--- src/logic/ten_mbps_ops_pkg.sv ---
package ten_mbps_ops_pkg;

   // Register location and width
   localparam logic [4:0]  OPS_ADDR        = 5'h12;
   localparam int          REG_W           = 16;

   // Field positions inside the register
   localparam int          REMOTE_JAB_BIT  = 15;
   localparam int          POL_REV_BIT     = 14;
   localparam int          JAB_INH_BIT     = 5;
   localparam int          RSVD_ONE_BIT    = 4;
   localparam int          AUTO_POL_BIT    = 3;
   localparam int          SQE_INH_BIT     = 2;
   localparam int          LINK_INH_BIT    = 1;
   localparam int          SQUELCH_INH_BIT = 0;

   // Value after reset of the whole register
   localparam logic [15:0] OPS_RESET       = 16'h0010;

   // Clock rate and timing figures
   localparam int          CLK_MHZ         = 250;
   localparam int          JABBER_TIME_US  = 20000;
   localparam int          JABBER_CYCLES   = JABBER_TIME_US * CLK_MHZ;
   localparam int          SQE_TIME_NS     = 1000;
   localparam int          SQE_CYCLES      = (SQE_TIME_NS * CLK_MHZ) / 1000;
   localparam int          CNT_W           = 24;

   // SQE test sequencer states
   typedef enum logic [1:0]
   {
      SQE_IDLE  = 2'b01,
      SQE_PULSE = 2'b10
   } sqe_state_e;

endpackage

--- src/logic/ten_mbps_ops_reg.sv ---
`timescale 1ns/10ps
module ten_mbps_ops_reg
#(
   parameter int JABBER_CYCLES = ten_mbps_ops_pkg::JABBER_CYCLES,
   parameter int SQE_CYCLES    = ten_mbps_ops_pkg::SQE_CYCLES
)
(
   input  wire logic        clk,
   input  wire logic        rst_n,
   input  wire logic        portReset,
   input  wire logic [4:0]  regAddr,
   input  wire logic        regWrEn,
   input  wire logic [15:0] regWrData,
   input  wire logic        regRdEn,
   input  wire logic        rxActive,
   input  wire logic        polarityDetected,
   input  wire logic        txEnable,
   input  wire logic        fullDuplex,
   input  wire logic        repeaterMode,
   output logic [15:0]      regRdData,
   output logic             regRdValid,
   output logic             collisionSqe,
   output logic             txJabber,
   output logic             autoPolarityEnable,
   output logic             linkForcePass,
   output logic             squelchNeedIdle
);

   ////////////////////////////////////////////////////////////////////////////
   // Elaboration checks

   // Counters must fit their width and run at least one cycle
   if (JABBER_CYCLES < 1 || JABBER_CYCLES >= (1 << ten_mbps_ops_pkg::CNT_W))
   begin : gJabChk
      $error("JABBER_CYCLES out of range");
   end
   if (SQE_CYCLES < 1 || SQE_CYCLES >= (1 << ten_mbps_ops_pkg::CNT_W))
   begin : gSqeChk
      $error("SQE_CYCLES out of range");
   end

   // Counter fields below are written for a 24-bit width
   if (ten_mbps_ops_pkg::CNT_W != 24)
   begin : gWidthChk
      $error("CNT_W does not match the counter fields");
   end

   // Terminal counts of the jabber timers (receive and transmit share one) and the SQE timer
   localparam logic [23:0] JAB_LIMIT = 24'(JABBER_CYCLES - 1);
   localparam logic [23:0] SQE_LIMIT = 24'(SQE_CYCLES - 1);

   ////////////////////////////////////////////////////////////////////////////
   // State

   typedef struct packed
   {
      // Register fields seen by the host
      logic                          remoteJab;   // Latched receive jabber
      logic                          polRev;      // Live polarity report
      logic                          jabInh;      // Transmit jabber check off
      logic                          autoPolEn;   // Polarity correction on
      logic                          sqeInh;      // SQE test off
      logic                          linkInh;     // Force link passed
      logic                          squelchInh;  // Need data then idle
      // Jabber timers
      logic [23:0]                   rxCnt;       // Receive activity length
      logic [23:0]                   txCnt;       // Transmit activity length
      logic                          txJab;       // Transmit jabber seen
      // SQE test
      logic                          txPrev;      // Transmit enable last cycle
      ten_mbps_ops_pkg::sqe_state_e  sqeState;    // SQE sequencer
      logic [23:0]                   sqeCnt;      // SQE pulse length
      logic                          col;         // Collision pulse out
      // Read port
      logic [15:0]                   rdData;      // Read answer
      logic                          rdValid;     // Read answer strobe
   } state_s;

   state_s state_reg;  // Registered state
   state_s state_next; // Next state

   ////////////////////////////////////////////////////////////////////////////
   // Next state logic

   always_comb
   begin
      // Working values for this cycle
      logic hit;
      logic rdHit;
      logic rxJabEvent;
      logic [15:0] snap;
      hit        = (regAddr == ten_mbps_ops_pkg::OPS_ADDR);
      rdHit      = hit && regRdEn;
      rxJabEvent = 1'b0;
      snap       = 16'h0000;
      // Hold everything unless changed below
      state_next = state_reg;

      // Receive path jabber timer, same limit as transmit but never inhibited by jabInh
      if (rxActive)
      begin
         // Limit reached: flag every cycle while still active
         if (state_reg.rxCnt == JAB_LIMIT)
         begin
            rxJabEvent = 1'b1;
         end
         else
         begin
            // Count one more cycle of activity
            state_next.rxCnt = state_reg.rxCnt + 24'h0001;
         end
      end
      else
      begin
         // Quiet line restarts the timer
         state_next.rxCnt = 24'h0000;
      end

      // Read answer built from current state
      snap[ten_mbps_ops_pkg::REMOTE_JAB_BIT]  = state_reg.remoteJab;
      snap[ten_mbps_ops_pkg::POL_REV_BIT]     = state_reg.polRev;
      snap[ten_mbps_ops_pkg::JAB_INH_BIT]     = state_reg.jabInh;
      // Reserved bit four always reads one
      snap[ten_mbps_ops_pkg::RSVD_ONE_BIT]    = 1'b1;
      snap[ten_mbps_ops_pkg::AUTO_POL_BIT]    = !state_reg.autoPolEn;
      snap[ten_mbps_ops_pkg::SQE_INH_BIT]     = state_reg.sqeInh;
      snap[ten_mbps_ops_pkg::LINK_INH_BIT]    = state_reg.linkInh;
      snap[ten_mbps_ops_pkg::SQUELCH_INH_BIT] = state_reg.squelchInh;
      // Only a read of this address answers
      state_next.rdValid = rdHit;
      if (rdHit)
      begin
         state_next.rdData = snap;
      end

      // Remote jabber latch: set wins over read clear
      if (portReset)
      begin
         // Port reset beats everything
         state_next.remoteJab = 1'b0;
      end
      else if (rxJabEvent)
      begin
         // New event survives a read in the same cycle
         state_next.remoteJab = 1'b1;
      end
      else if (rdHit)
      begin
         // Cleared once the answer has captured it
         state_next.remoteJab = 1'b0;
      end

      // Polarity status follows the detector
      state_next.polRev = polarityDetected;

      // Control writes; reserved bits are ignored
      if (portReset)
      begin
         // Port reset restores the defaults
         state_next.jabInh     = OPS_RESET_BIT(ten_mbps_ops_pkg::JAB_INH_BIT);
         state_next.autoPolEn  = !OPS_RESET_BIT(ten_mbps_ops_pkg::AUTO_POL_BIT);
         state_next.sqeInh     = OPS_RESET_BIT(ten_mbps_ops_pkg::SQE_INH_BIT);
         state_next.linkInh    = OPS_RESET_BIT(ten_mbps_ops_pkg::LINK_INH_BIT);
         state_next.squelchInh = OPS_RESET_BIT(ten_mbps_ops_pkg::SQUELCH_INH_BIT);
      end
      else if (hit && regWrEn)
      begin
         // Only the five control bits are stored
         state_next.jabInh     = regWrData[ten_mbps_ops_pkg::JAB_INH_BIT];
         state_next.autoPolEn  = !regWrData[ten_mbps_ops_pkg::AUTO_POL_BIT];
         state_next.sqeInh     = regWrData[ten_mbps_ops_pkg::SQE_INH_BIT];
         state_next.linkInh    = regWrData[ten_mbps_ops_pkg::LINK_INH_BIT];
         state_next.squelchInh = regWrData[ten_mbps_ops_pkg::SQUELCH_INH_BIT];
      end

      // Transmit jabber check, skipped when inhibited
      if (!txEnable || state_reg.jabInh)
      begin
         // Idle or inhibited: timer and flag cleared
         state_next.txCnt = 24'h0000;
         state_next.txJab = 1'b0;
      end
      else if (state_reg.txCnt == JAB_LIMIT)
      begin
         // Transmission ran too long
         state_next.txJab = 1'b1;
      end
      else
      begin
         // Count one more cycle of transmission
         state_next.txCnt = state_reg.txCnt + 24'h0001;
      end

      // SQE test sequencer
      state_next.txPrev = txEnable;
      case (state_reg.sqeState)
         ten_mbps_ops_pkg::SQE_IDLE:
         begin
            state_next.col = 1'b0;
            // Falling transmit enable starts the test
            if (state_reg.txPrev && !txEnable && !state_reg.sqeInh
                && !fullDuplex && !repeaterMode)
            begin
               state_next.sqeState = ten_mbps_ops_pkg::SQE_PULSE;
               state_next.sqeCnt   = 24'h0000;
               state_next.col      = 1'b1;
            end
         end
         ten_mbps_ops_pkg::SQE_PULSE:
         begin
            // Hold collision for the test length
            if (state_reg.sqeCnt == SQE_LIMIT)
            begin
               state_next.sqeState = ten_mbps_ops_pkg::SQE_IDLE;
               state_next.col      = 1'b0;
            end
            else
            begin
               // Pulse still running
               state_next.sqeCnt = state_reg.sqeCnt + 24'h0001;
            end
         end
         default:
         begin
            // Illegal code falls back to idle
            state_next.sqeState = ten_mbps_ops_pkg::SQE_IDLE;
            state_next.col      = 1'b0;
         end
      endcase
   end

   ////////////////////////////////////////////////////////////////////////////
   // Reset value helper

   // Picks one bit of the register reset value
   function automatic logic OPS_RESET_BIT(input int pos);
      return ten_mbps_ops_pkg::OPS_RESET[pos];
   endfunction

   ////////////////////////////////////////////////////////////////////////////
   // State register

   always_ff @(posedge clk or negedge rst_n)
   begin
      if (!rst_n)
      begin
         // Asynchronous reset loads the idle state
         state_reg <= '{
            remoteJab:  1'b0,
            polRev:     1'b0,
            jabInh:     1'b0,
            autoPolEn:  1'b1,
            sqeInh:     1'b0,
            linkInh:    1'b0,
            squelchInh: 1'b0,
            rxCnt:      24'h0000,
            txCnt:      24'h0000,
            txJab:      1'b0,
            txPrev:     1'b0,
            sqeState:   ten_mbps_ops_pkg::SQE_IDLE,
            sqeCnt:     24'h0000,
            col:        1'b0,
            rdData:     16'h0000,
            rdValid:    1'b0
         };
      end
      else
      begin
         // Load the next state
         state_reg <= state_next;
      end
   end

   ////////////////////////////////////////////////////////////////////////////
   // Outputs, all from flops

   // Read port answer
   assign regRdData          = state_reg.rdData;
   assign regRdValid         = state_reg.rdValid;

   // Transmit side: SQE pulse and jabber
   assign collisionSqe       = state_reg.col;
   assign txJabber           = state_reg.txJab;

   // Receive and link controls; polarity swap never gates any function
   assign autoPolarityEnable = state_reg.autoPolEn;
   assign linkForcePass      = state_reg.linkInh;
   assign squelchNeedIdle    = state_reg.squelchInh;

endmodule

--- config.mk ---
export PLATFORM = sky130hd
export DESIGN_NAME = ten_mbps_ops_reg
export DESIGN_NICKNAME = d
export VERILOG_FILES = /design/src/logic/ten_mbps_ops_pkg.sv /design/src/logic/ten_mbps_ops_reg.sv
export SDC_FILE = /design/constraint.sdc
export NUM_CORES = 1
export LEC_CHECK = 0
export BUFFER_PORTS_ARGS = -buffer_cell sky130_fd_sc_hd__clkbuf_2
export CORE_ASPECT_RATIO = 0.7
export CORE_MARGIN = 2
export CORE_UTILIZATION = 40
export DETAILED_ROUTE_END_ITERATION = 10
export PLACE_DENSITY_LB_ADDON = 0.2
export SYNTH_ARGS = -nofsm -noshare
export SYNTH_HDL_FRONTEND = slang
export SYNTH_SLANG_ARGS = --single-unit
export TNS_END_PERCENT = 50
--- constraint.sdc ---
create_clock -name clk -period 2.1 [get_ports clk]
set_clock_uncertainty 0.15 [all_clocks]
set_input_delay 0.105 -clock clk [delete_from_list [all_inputs] [get_ports clk]]
set_output_delay 0.105 -clock clk [all_outputs]
set_load 0.02 [all_outputs]
==> results of run 1 <==
## cell type report
| type | count | share of cell area, % |
|---|---|---|
| Clock inverter | 7 | 0.894 |
| Multi-Input combinational cell | 374 | 39.9 |
| Sequential cell | 93 | 39.6 |
| Inverter | 10 | 0.638 |
| Tap cell | 157 | 3.34 |
| Timing Repair Buffer | 96 | 11.7 |
| Clock buffer | 9 | 3.83 |
## critical path, delay by kind of cell (launching register included)
family / cells / cell delay [ns]
flip-flops: 1 / 0.38
AO/OA/AOI/OAI: 1 / 0.13
AND/OR/NAND/NOR: 3 / 1.10
XOR/XNOR: 1 / 0.16
## kinds of logic after synthesis
logic type | synth area share (%)
buffers and inverters | 4.86
muxes | 1.52
xor gates and xnor gates | 7.78
other | 0.0775
adders and majority gates | 1.03
DFF | 48.1
and+or+nand+nor | 26.9
AOI/OAI and AO/OA | 9.67
## power by group
part / total [mW] / leakage, nW / internal [mW] / switching, mW
combinational: 0.163 / 1.31 / 0.0588 / 0.105
sequential: 1.83 / 1.18 / 1.81 / 0.0152
clock: 1.54 / 0.135 / 0.807 / 0.731
total: 3.53 / 2.63 / 2.68 / 0.850
## path summary, 6_finish.rpt
kind / slack [ns] / from / cells after the start / endpoint
setup / recovery: 0.07 / state_reg[90]$_DFFE_PN0P_ / 5 / state_reg[72]$_DFFE_PN0P_
hold / removal: 0.05 / rxActive / 4 / state_reg[74]$_DFFE_PN0P_
setup reg to reg: 0.07 / state_reg[90]$_DFFE_PN0P_ / 5 / state_reg[72]$_DFFE_PN0P_
hold reg to reg: 0.29 / state_reg[99]$_DFF_PN0_ / 2 / regRdData[14]$_DFFE_PN0P_
max in group asynchronous: 1.04 / rst_n / 3 / state_reg[42]$_DFFE_PN1P_
min in group asynchronous: 0.09 / rst_n / 2 / squelchNeedIdle$_DFFE_PN0P_
## cell usage in the layout, fill, tap and decap left out, types with 5 or more instances in the layout
cell type,n
o21ai_1,24
xnor2_1,24
xor2_1,19
nor3_1,5
a31oi_1,12
nand2_1,57
and3_1,9
nor4_1,5
nand4_1,27
nand3_1,23
nor2_1,44
and2_1,19
dlygate4sd3_1,10
dfrtp_1,90
clkbuf_16,9
clkbuf_2,32
buf_4,52
conb_1,8
inv_1,9
a21oi_1,18
## layer usage
layer  vias up  share of wire, %  wire (um)  global-route usage, %
met5         -                 0          0                      0
met4         0              0.35         38                   4.60
met3         4               3.5        384                   3.48
met2        72                44       4790                   28.3
met1      1838                52       5610                   26.9
li1       1917                 -          -                      -
## repair_timing
action	CTS	global route
setup endpoints to repair	0	32
resized for setup	0	11
setup buffers	0	7
hold endpoints to repair	100	0
hold buffers	10	0
==> impl_metrics.yaml, run 1 <==
grt:
  grt_max_degree: 46
  grt-ovfl-total: 0
  grt.total_usage_pct: 18.4
  antenna_found_initial: 0
  grt_pass1_wl_um: 18800
  first_global_vias: 3801
place:
  numPortBuffers: 33
  dp_slack_ns: 0.0339
  placed_cells: 713
  gp_congestion: 0.844
  place_area_um2: 5400
  dp_hpwl_um: 7660
layout:
  largest_reg_flops: 79
  final_util_pct: 50.0
  fill_cells: 1093
  multiInputGateArea_um2: 2350
  instances_no_fill: 746
  final_nets: 619
  area_delta_synth_final_pct: 21.5
  stdcell_area_um2: 5880
  drive_above_1_share_pct: 22.4
  seqCellArea_um2: 2330
  num_antenna_cells: 0
critical_path:
  critical_path.cell_chain: "or4bb_4 > nor4_4 > a21boi_1 > xor2_1 > and2_1"
  critical_path_required_ns: 2.18
  worstSetupPathType: "flop to flop"
  startpoint_type: "flop"
  critical_path.max_stage_delay_ns: 0.56
  path_max_fanout: 4
  critical_path_arrival_ns: 2.11
  slowest_stage: "or4bb_4"
  worstSetupEndpointType: "flop"
die:
  die_area_um2: 13000
  start_util_pct: 41.1
  placementRows: 33
  fp.dieH_um: 96.0
  fp.dieW_um: 135
  core_um2: 11800
  ioPinCount: 53
synthesis:
  synth_most_common_cell: "dfrtp_1"
  ys.flop_type: "dfrtp_1"
  synth_area_per_cell_um2: 9.66
  synth_seq_cells: 93
  seq_area_frac_synth_pct: 48.1
  synthCells: 501
  synth-edff-count: 0
  ys_types: 58
  synth.area.top_cells: "dfrtp_1, nand2_1, xnor2_1"
  yosys-top-cells-count: "dfrtp_1, nand2_1, nor2_1"
  synth_top_area_share_pct: 47.0
  synth_area_leader_cell: "dfrtp_1"
  yosysWarnings: 0
  async_flop_share_pct: 100
  synth_area_um2: 4840
sta:
  drv_slew: 0
  clock.fmax_mhz: 493
  setup_viol: 0
  worst_slack_ns: 0.0705
  rsz0062_at_grt: "true"
  layout_min_cycle_time_ns: 2.03
  whs_ns: 0.0526
  tns_ns: 0
  fin_crit_sh_pct: 96.6
  hold_viol: 0
route:
  drt-total-wl_um: 10800
  drt_iter0_drc: 193
  wl_per_cell_um: 14.5
  drt-pass1-iter-count: 4
  avgViaCountPerCell: 5.14
  drc_errors: 0
  postRouteAntennaNets: 0
  dr_total_vias: 3831
clock_tree:
  htree_levels: 3
  insertion_delay_ns: 0.34
  clk_pin_slew_ns: 0.07
  cts-root-buf: "clkbuf_16"
  cts_tree: "built"
  cts.path.max_buffers: 2
  clock_sinks: 93
  cts_buffers: 9
power_and_ir_drop:
  power_density_nw_per_um2: 600
  finalPower_mw: 3.53
  peakVddDrop_v: 0.000391
  leakage_nw: 2.63
outcome:
  status: "finished clean"
hold_path:
  hold_path.class: "primary input to flop"
run:
  drv_cap: 0
No activity file was read; power rests on OpenSTA's default activity.
==> run 2: changes to the inputs <==
--- a/config.mk
+++ b/config.mk
@@ -5,12 +5,14 @@
 export SDC_FILE = /design/constraint.sdc
 export NUM_CORES = 1
 export LEC_CHECK = 0
-export BUFFER_PORTS_ARGS = -buffer_cell sky130_fd_sc_hd__clkbuf_2
+export BUFFER_PORTS_ARGS = -buffer_cell sky130_fd_sc_hd__buf_2
 export CORE_ASPECT_RATIO = 0.7
 export CORE_MARGIN = 2
 export CORE_UTILIZATION = 40
+export CTS_BUF_LIST = sky130_fd_sc_hd__clkbuf_16
 export DETAILED_ROUTE_END_ITERATION = 10
 export PLACE_DENSITY_LB_ADDON = 0.2
+export SLEW_MARGIN = 10
 export SYNTH_ARGS = -nofsm -noshare
 export SYNTH_HDL_FRONTEND = slang
 export SYNTH_SLANG_ARGS = --single-unit
==> run 2 against run 1 <==
First-iteration DRC count rose by 27%. Via count barely moved. Clock-buffer cell count did not move. Worst hold slack got worse by 0.013 ns. Sequential share of layout area fell by 0.36 points. Cell area rose by 0.87%. Register-to-register slack got worse by 0.02 ns. Non-clock buffer count fell by 5. Power rose by 11%. Global-route usage fell by 0.20 points. Final cell count fell by 0.67%. Clock power rose by 26%. Largest cell class unchanged. Highest routed layer unchanged.
==> impl_metrics.yaml, run 2 (synthesis results as in run 1) <==
outcome:
  status: "finished clean"
clock_tree:
  insertion_delay_ns: 0.35
  cts_tree: "built"
  cts.path.max_buffers: 2
  htree_levels: 3
  cts-root-buf: "clkbuf_16"
  clock_sinks: 93
  cts_buffers: 9
  clk_pin_slew_ns: 0.07
place:
  dp_hpwl_um: 7540
  dp_slack_ns: 0.0205
  placed_cells: 713
  numPortBuffers: 33
  gp_congestion: 0.840
grt:
  grt_pass1_wl_um: 18400
  antenna_found_initial: 0
  grt-ovfl-total: 0
  first_global_vias: 3728
  grt_max_degree: 51
  grt.total_usage_pct: 18.2
critical_path:
  critical_path.cell_chain: "or4b_4 > nor4_4 > a211oi_1 > xnor2_1 > and2_1"
  slowest_stage: "or4b_4"
  critical_path.max_stage_delay_ns: 0.57
  critical_path_arrival_ns: 2.14
  critPathTopFamily: "simple AND/OR/NAND/NOR gates"
  path_max_fanout: 4
  critical_path_required_ns: 2.18
  startpoint_type: "flop"
  worstSetupPathType: "flop to flop"
  worst-path-buf-inv: 0
  worstSetupEndpointType: "flop"
die:
  start_util_pct: 41.1
  core_um2: 11800
  placementRows: 33
  die_area_um2: 13000
  ioPinCount: 53
  fp.dieW_um: 135
  fp.dieH_um: 96.0
route:
  drt_iter0_drc: 245
  postRouteAntennaNets: 0
  wl_per_cell_um: 14.5
  drc_errors: 0
  dr_total_vias: 3828
  drt-pass1-iter-count: 4
  drt-total-wl_um: 10700
  avgViaCountPerCell: 5.17
sta:
  tightest_slew_ns: 0.497
  fin_crit_sh_pct: 97.8
  layout_min_cycle_time_ns: 2.05
  clock.fmax_mhz: 487
  worst_slack_ns: 0.0456
  drv_slew: 0
  slew_headroom_pct: 66.6
  hold_viol: 0
  tns_ns: 0
  whs_ns: 0.0397
  rsz0062_at_grt: "true"
  setup_viol: 0
power_and_ir_drop:
  leakage_nw: 2.65
  peakVddDrop_v: 0.000477
  power_density_nw_per_um2: 663
layout:
  largest_reg_flops: 79
  instances_no_fill: 741
  drive_above_1_share_pct: 21.4
  final_common_cell: "dfrtp_1"
  final_cell_mix: "dfrtp_1, nand2_1, buf_4"
  final_nets: 614
  num_antenna_cells: 0
  area_delta_synth_final_pct: 22.5
hold_path:
  hold_path.class: "primary input to async pin"
run:
  drv_cap: 0
## run 2: cell count changes in the layout (fill, tap and decap cells not counted), moves of 2 or more
cell       previous run  this run
clkinv_4              4         1
inv_8                 0         2
bufinv_16             0         3
clkinv_2              2         0
buf_2                 0        32
buf_4                52        45
clkbuf_2             32         0
buf_12                2         4
## run 2: routing by layer
metal | GRT usage [%] | part of all wire (%)
met3 | 4.53 | 3.3
met1 | 26.5 | 53
met5 | 0 | 0
met2 | 26.9 | 43
met4 | 5.03 | 1.0
## run 2: path summary, 6_finish.rpt
path,from,end,slack [ns],depth (start not counted)
worst max-delay path,state_reg[85]$_DFFE_PN0P_,state_reg[75]$_DFFE_PN0P_,0.05,5
worst min-delay path,rst_n,squelchNeedIdle$_DFFE_PN0P_,0.04,2
worst max register to register,state_reg[85]$_DFFE_PN0P_,state_reg[75]$_DFFE_PN0P_,0.05,5
worst min register to register,state_reg[99]$_DFF_PN0_,regRdData[14]$_DFFE_PN0P_,0.30,2
max in group asynchronous,rst_n,state_reg[42]$_DFFE_PN1P_,1.09,3
min in group clk,rxActive,state_reg[74]$_DFFE_PN0P_,0.07,4
## run 2: worst reg2reg max path, stage by stage (launching register included)
cell and delay, ns:
dfrtp_1 0.40, or4b_4 0.57, nor4_4 0.37, a211oi_1 0.14, xnor2_1 0.14, and2_1 0.16
## run 2: stage by stage
step	area (um2)	util [%]	power, mW
floorplan	4870	-	1.95
global placement	5430	46.1	2.01
detailed placement	5430	46.1	2.02
CTS	5880	50.0	3.98
global route	5930	50.4	4.08
finish	5930	50.4	3.93
## run 2: power breakdown
| group | internal (mW) | total, mW | switching [mW] | leakage [nW] |
|---|---|---|---|---|
| combinational | 0.0590 | 0.165 | 0.106 | 1.29 |
| clock | 1.19 | 1.94 | 0.753 | 0.174 |
| sequential | 1.81 | 1.83 | 0.0151 | 1.19 |
| total | 3.06 | 3.93 | 0.874 | 2.65 |
## run 2: what timing repair did
action                                  CTS  global route
resized for setup                         0             7
endpoints found under the hold margin    99             0
endpoints found under the setup margin    0            35
setup buffers                             0             2
hold buffers                             10             0
## run 2: final cells by class
| type | count | area, um2 |
|---|---|---|
| multi-input combinational | 374 | 2330 |
| tap | 157 | 196 |
| inverter | 10 | 37.5 |
| clock buffer | 9 | 225 |
| sequential | 93 | 2330 |
| clock inverter | 7 | 130 |
| fill | 1101 | 5840 |
| timing repair buffer | 91 | 678 |
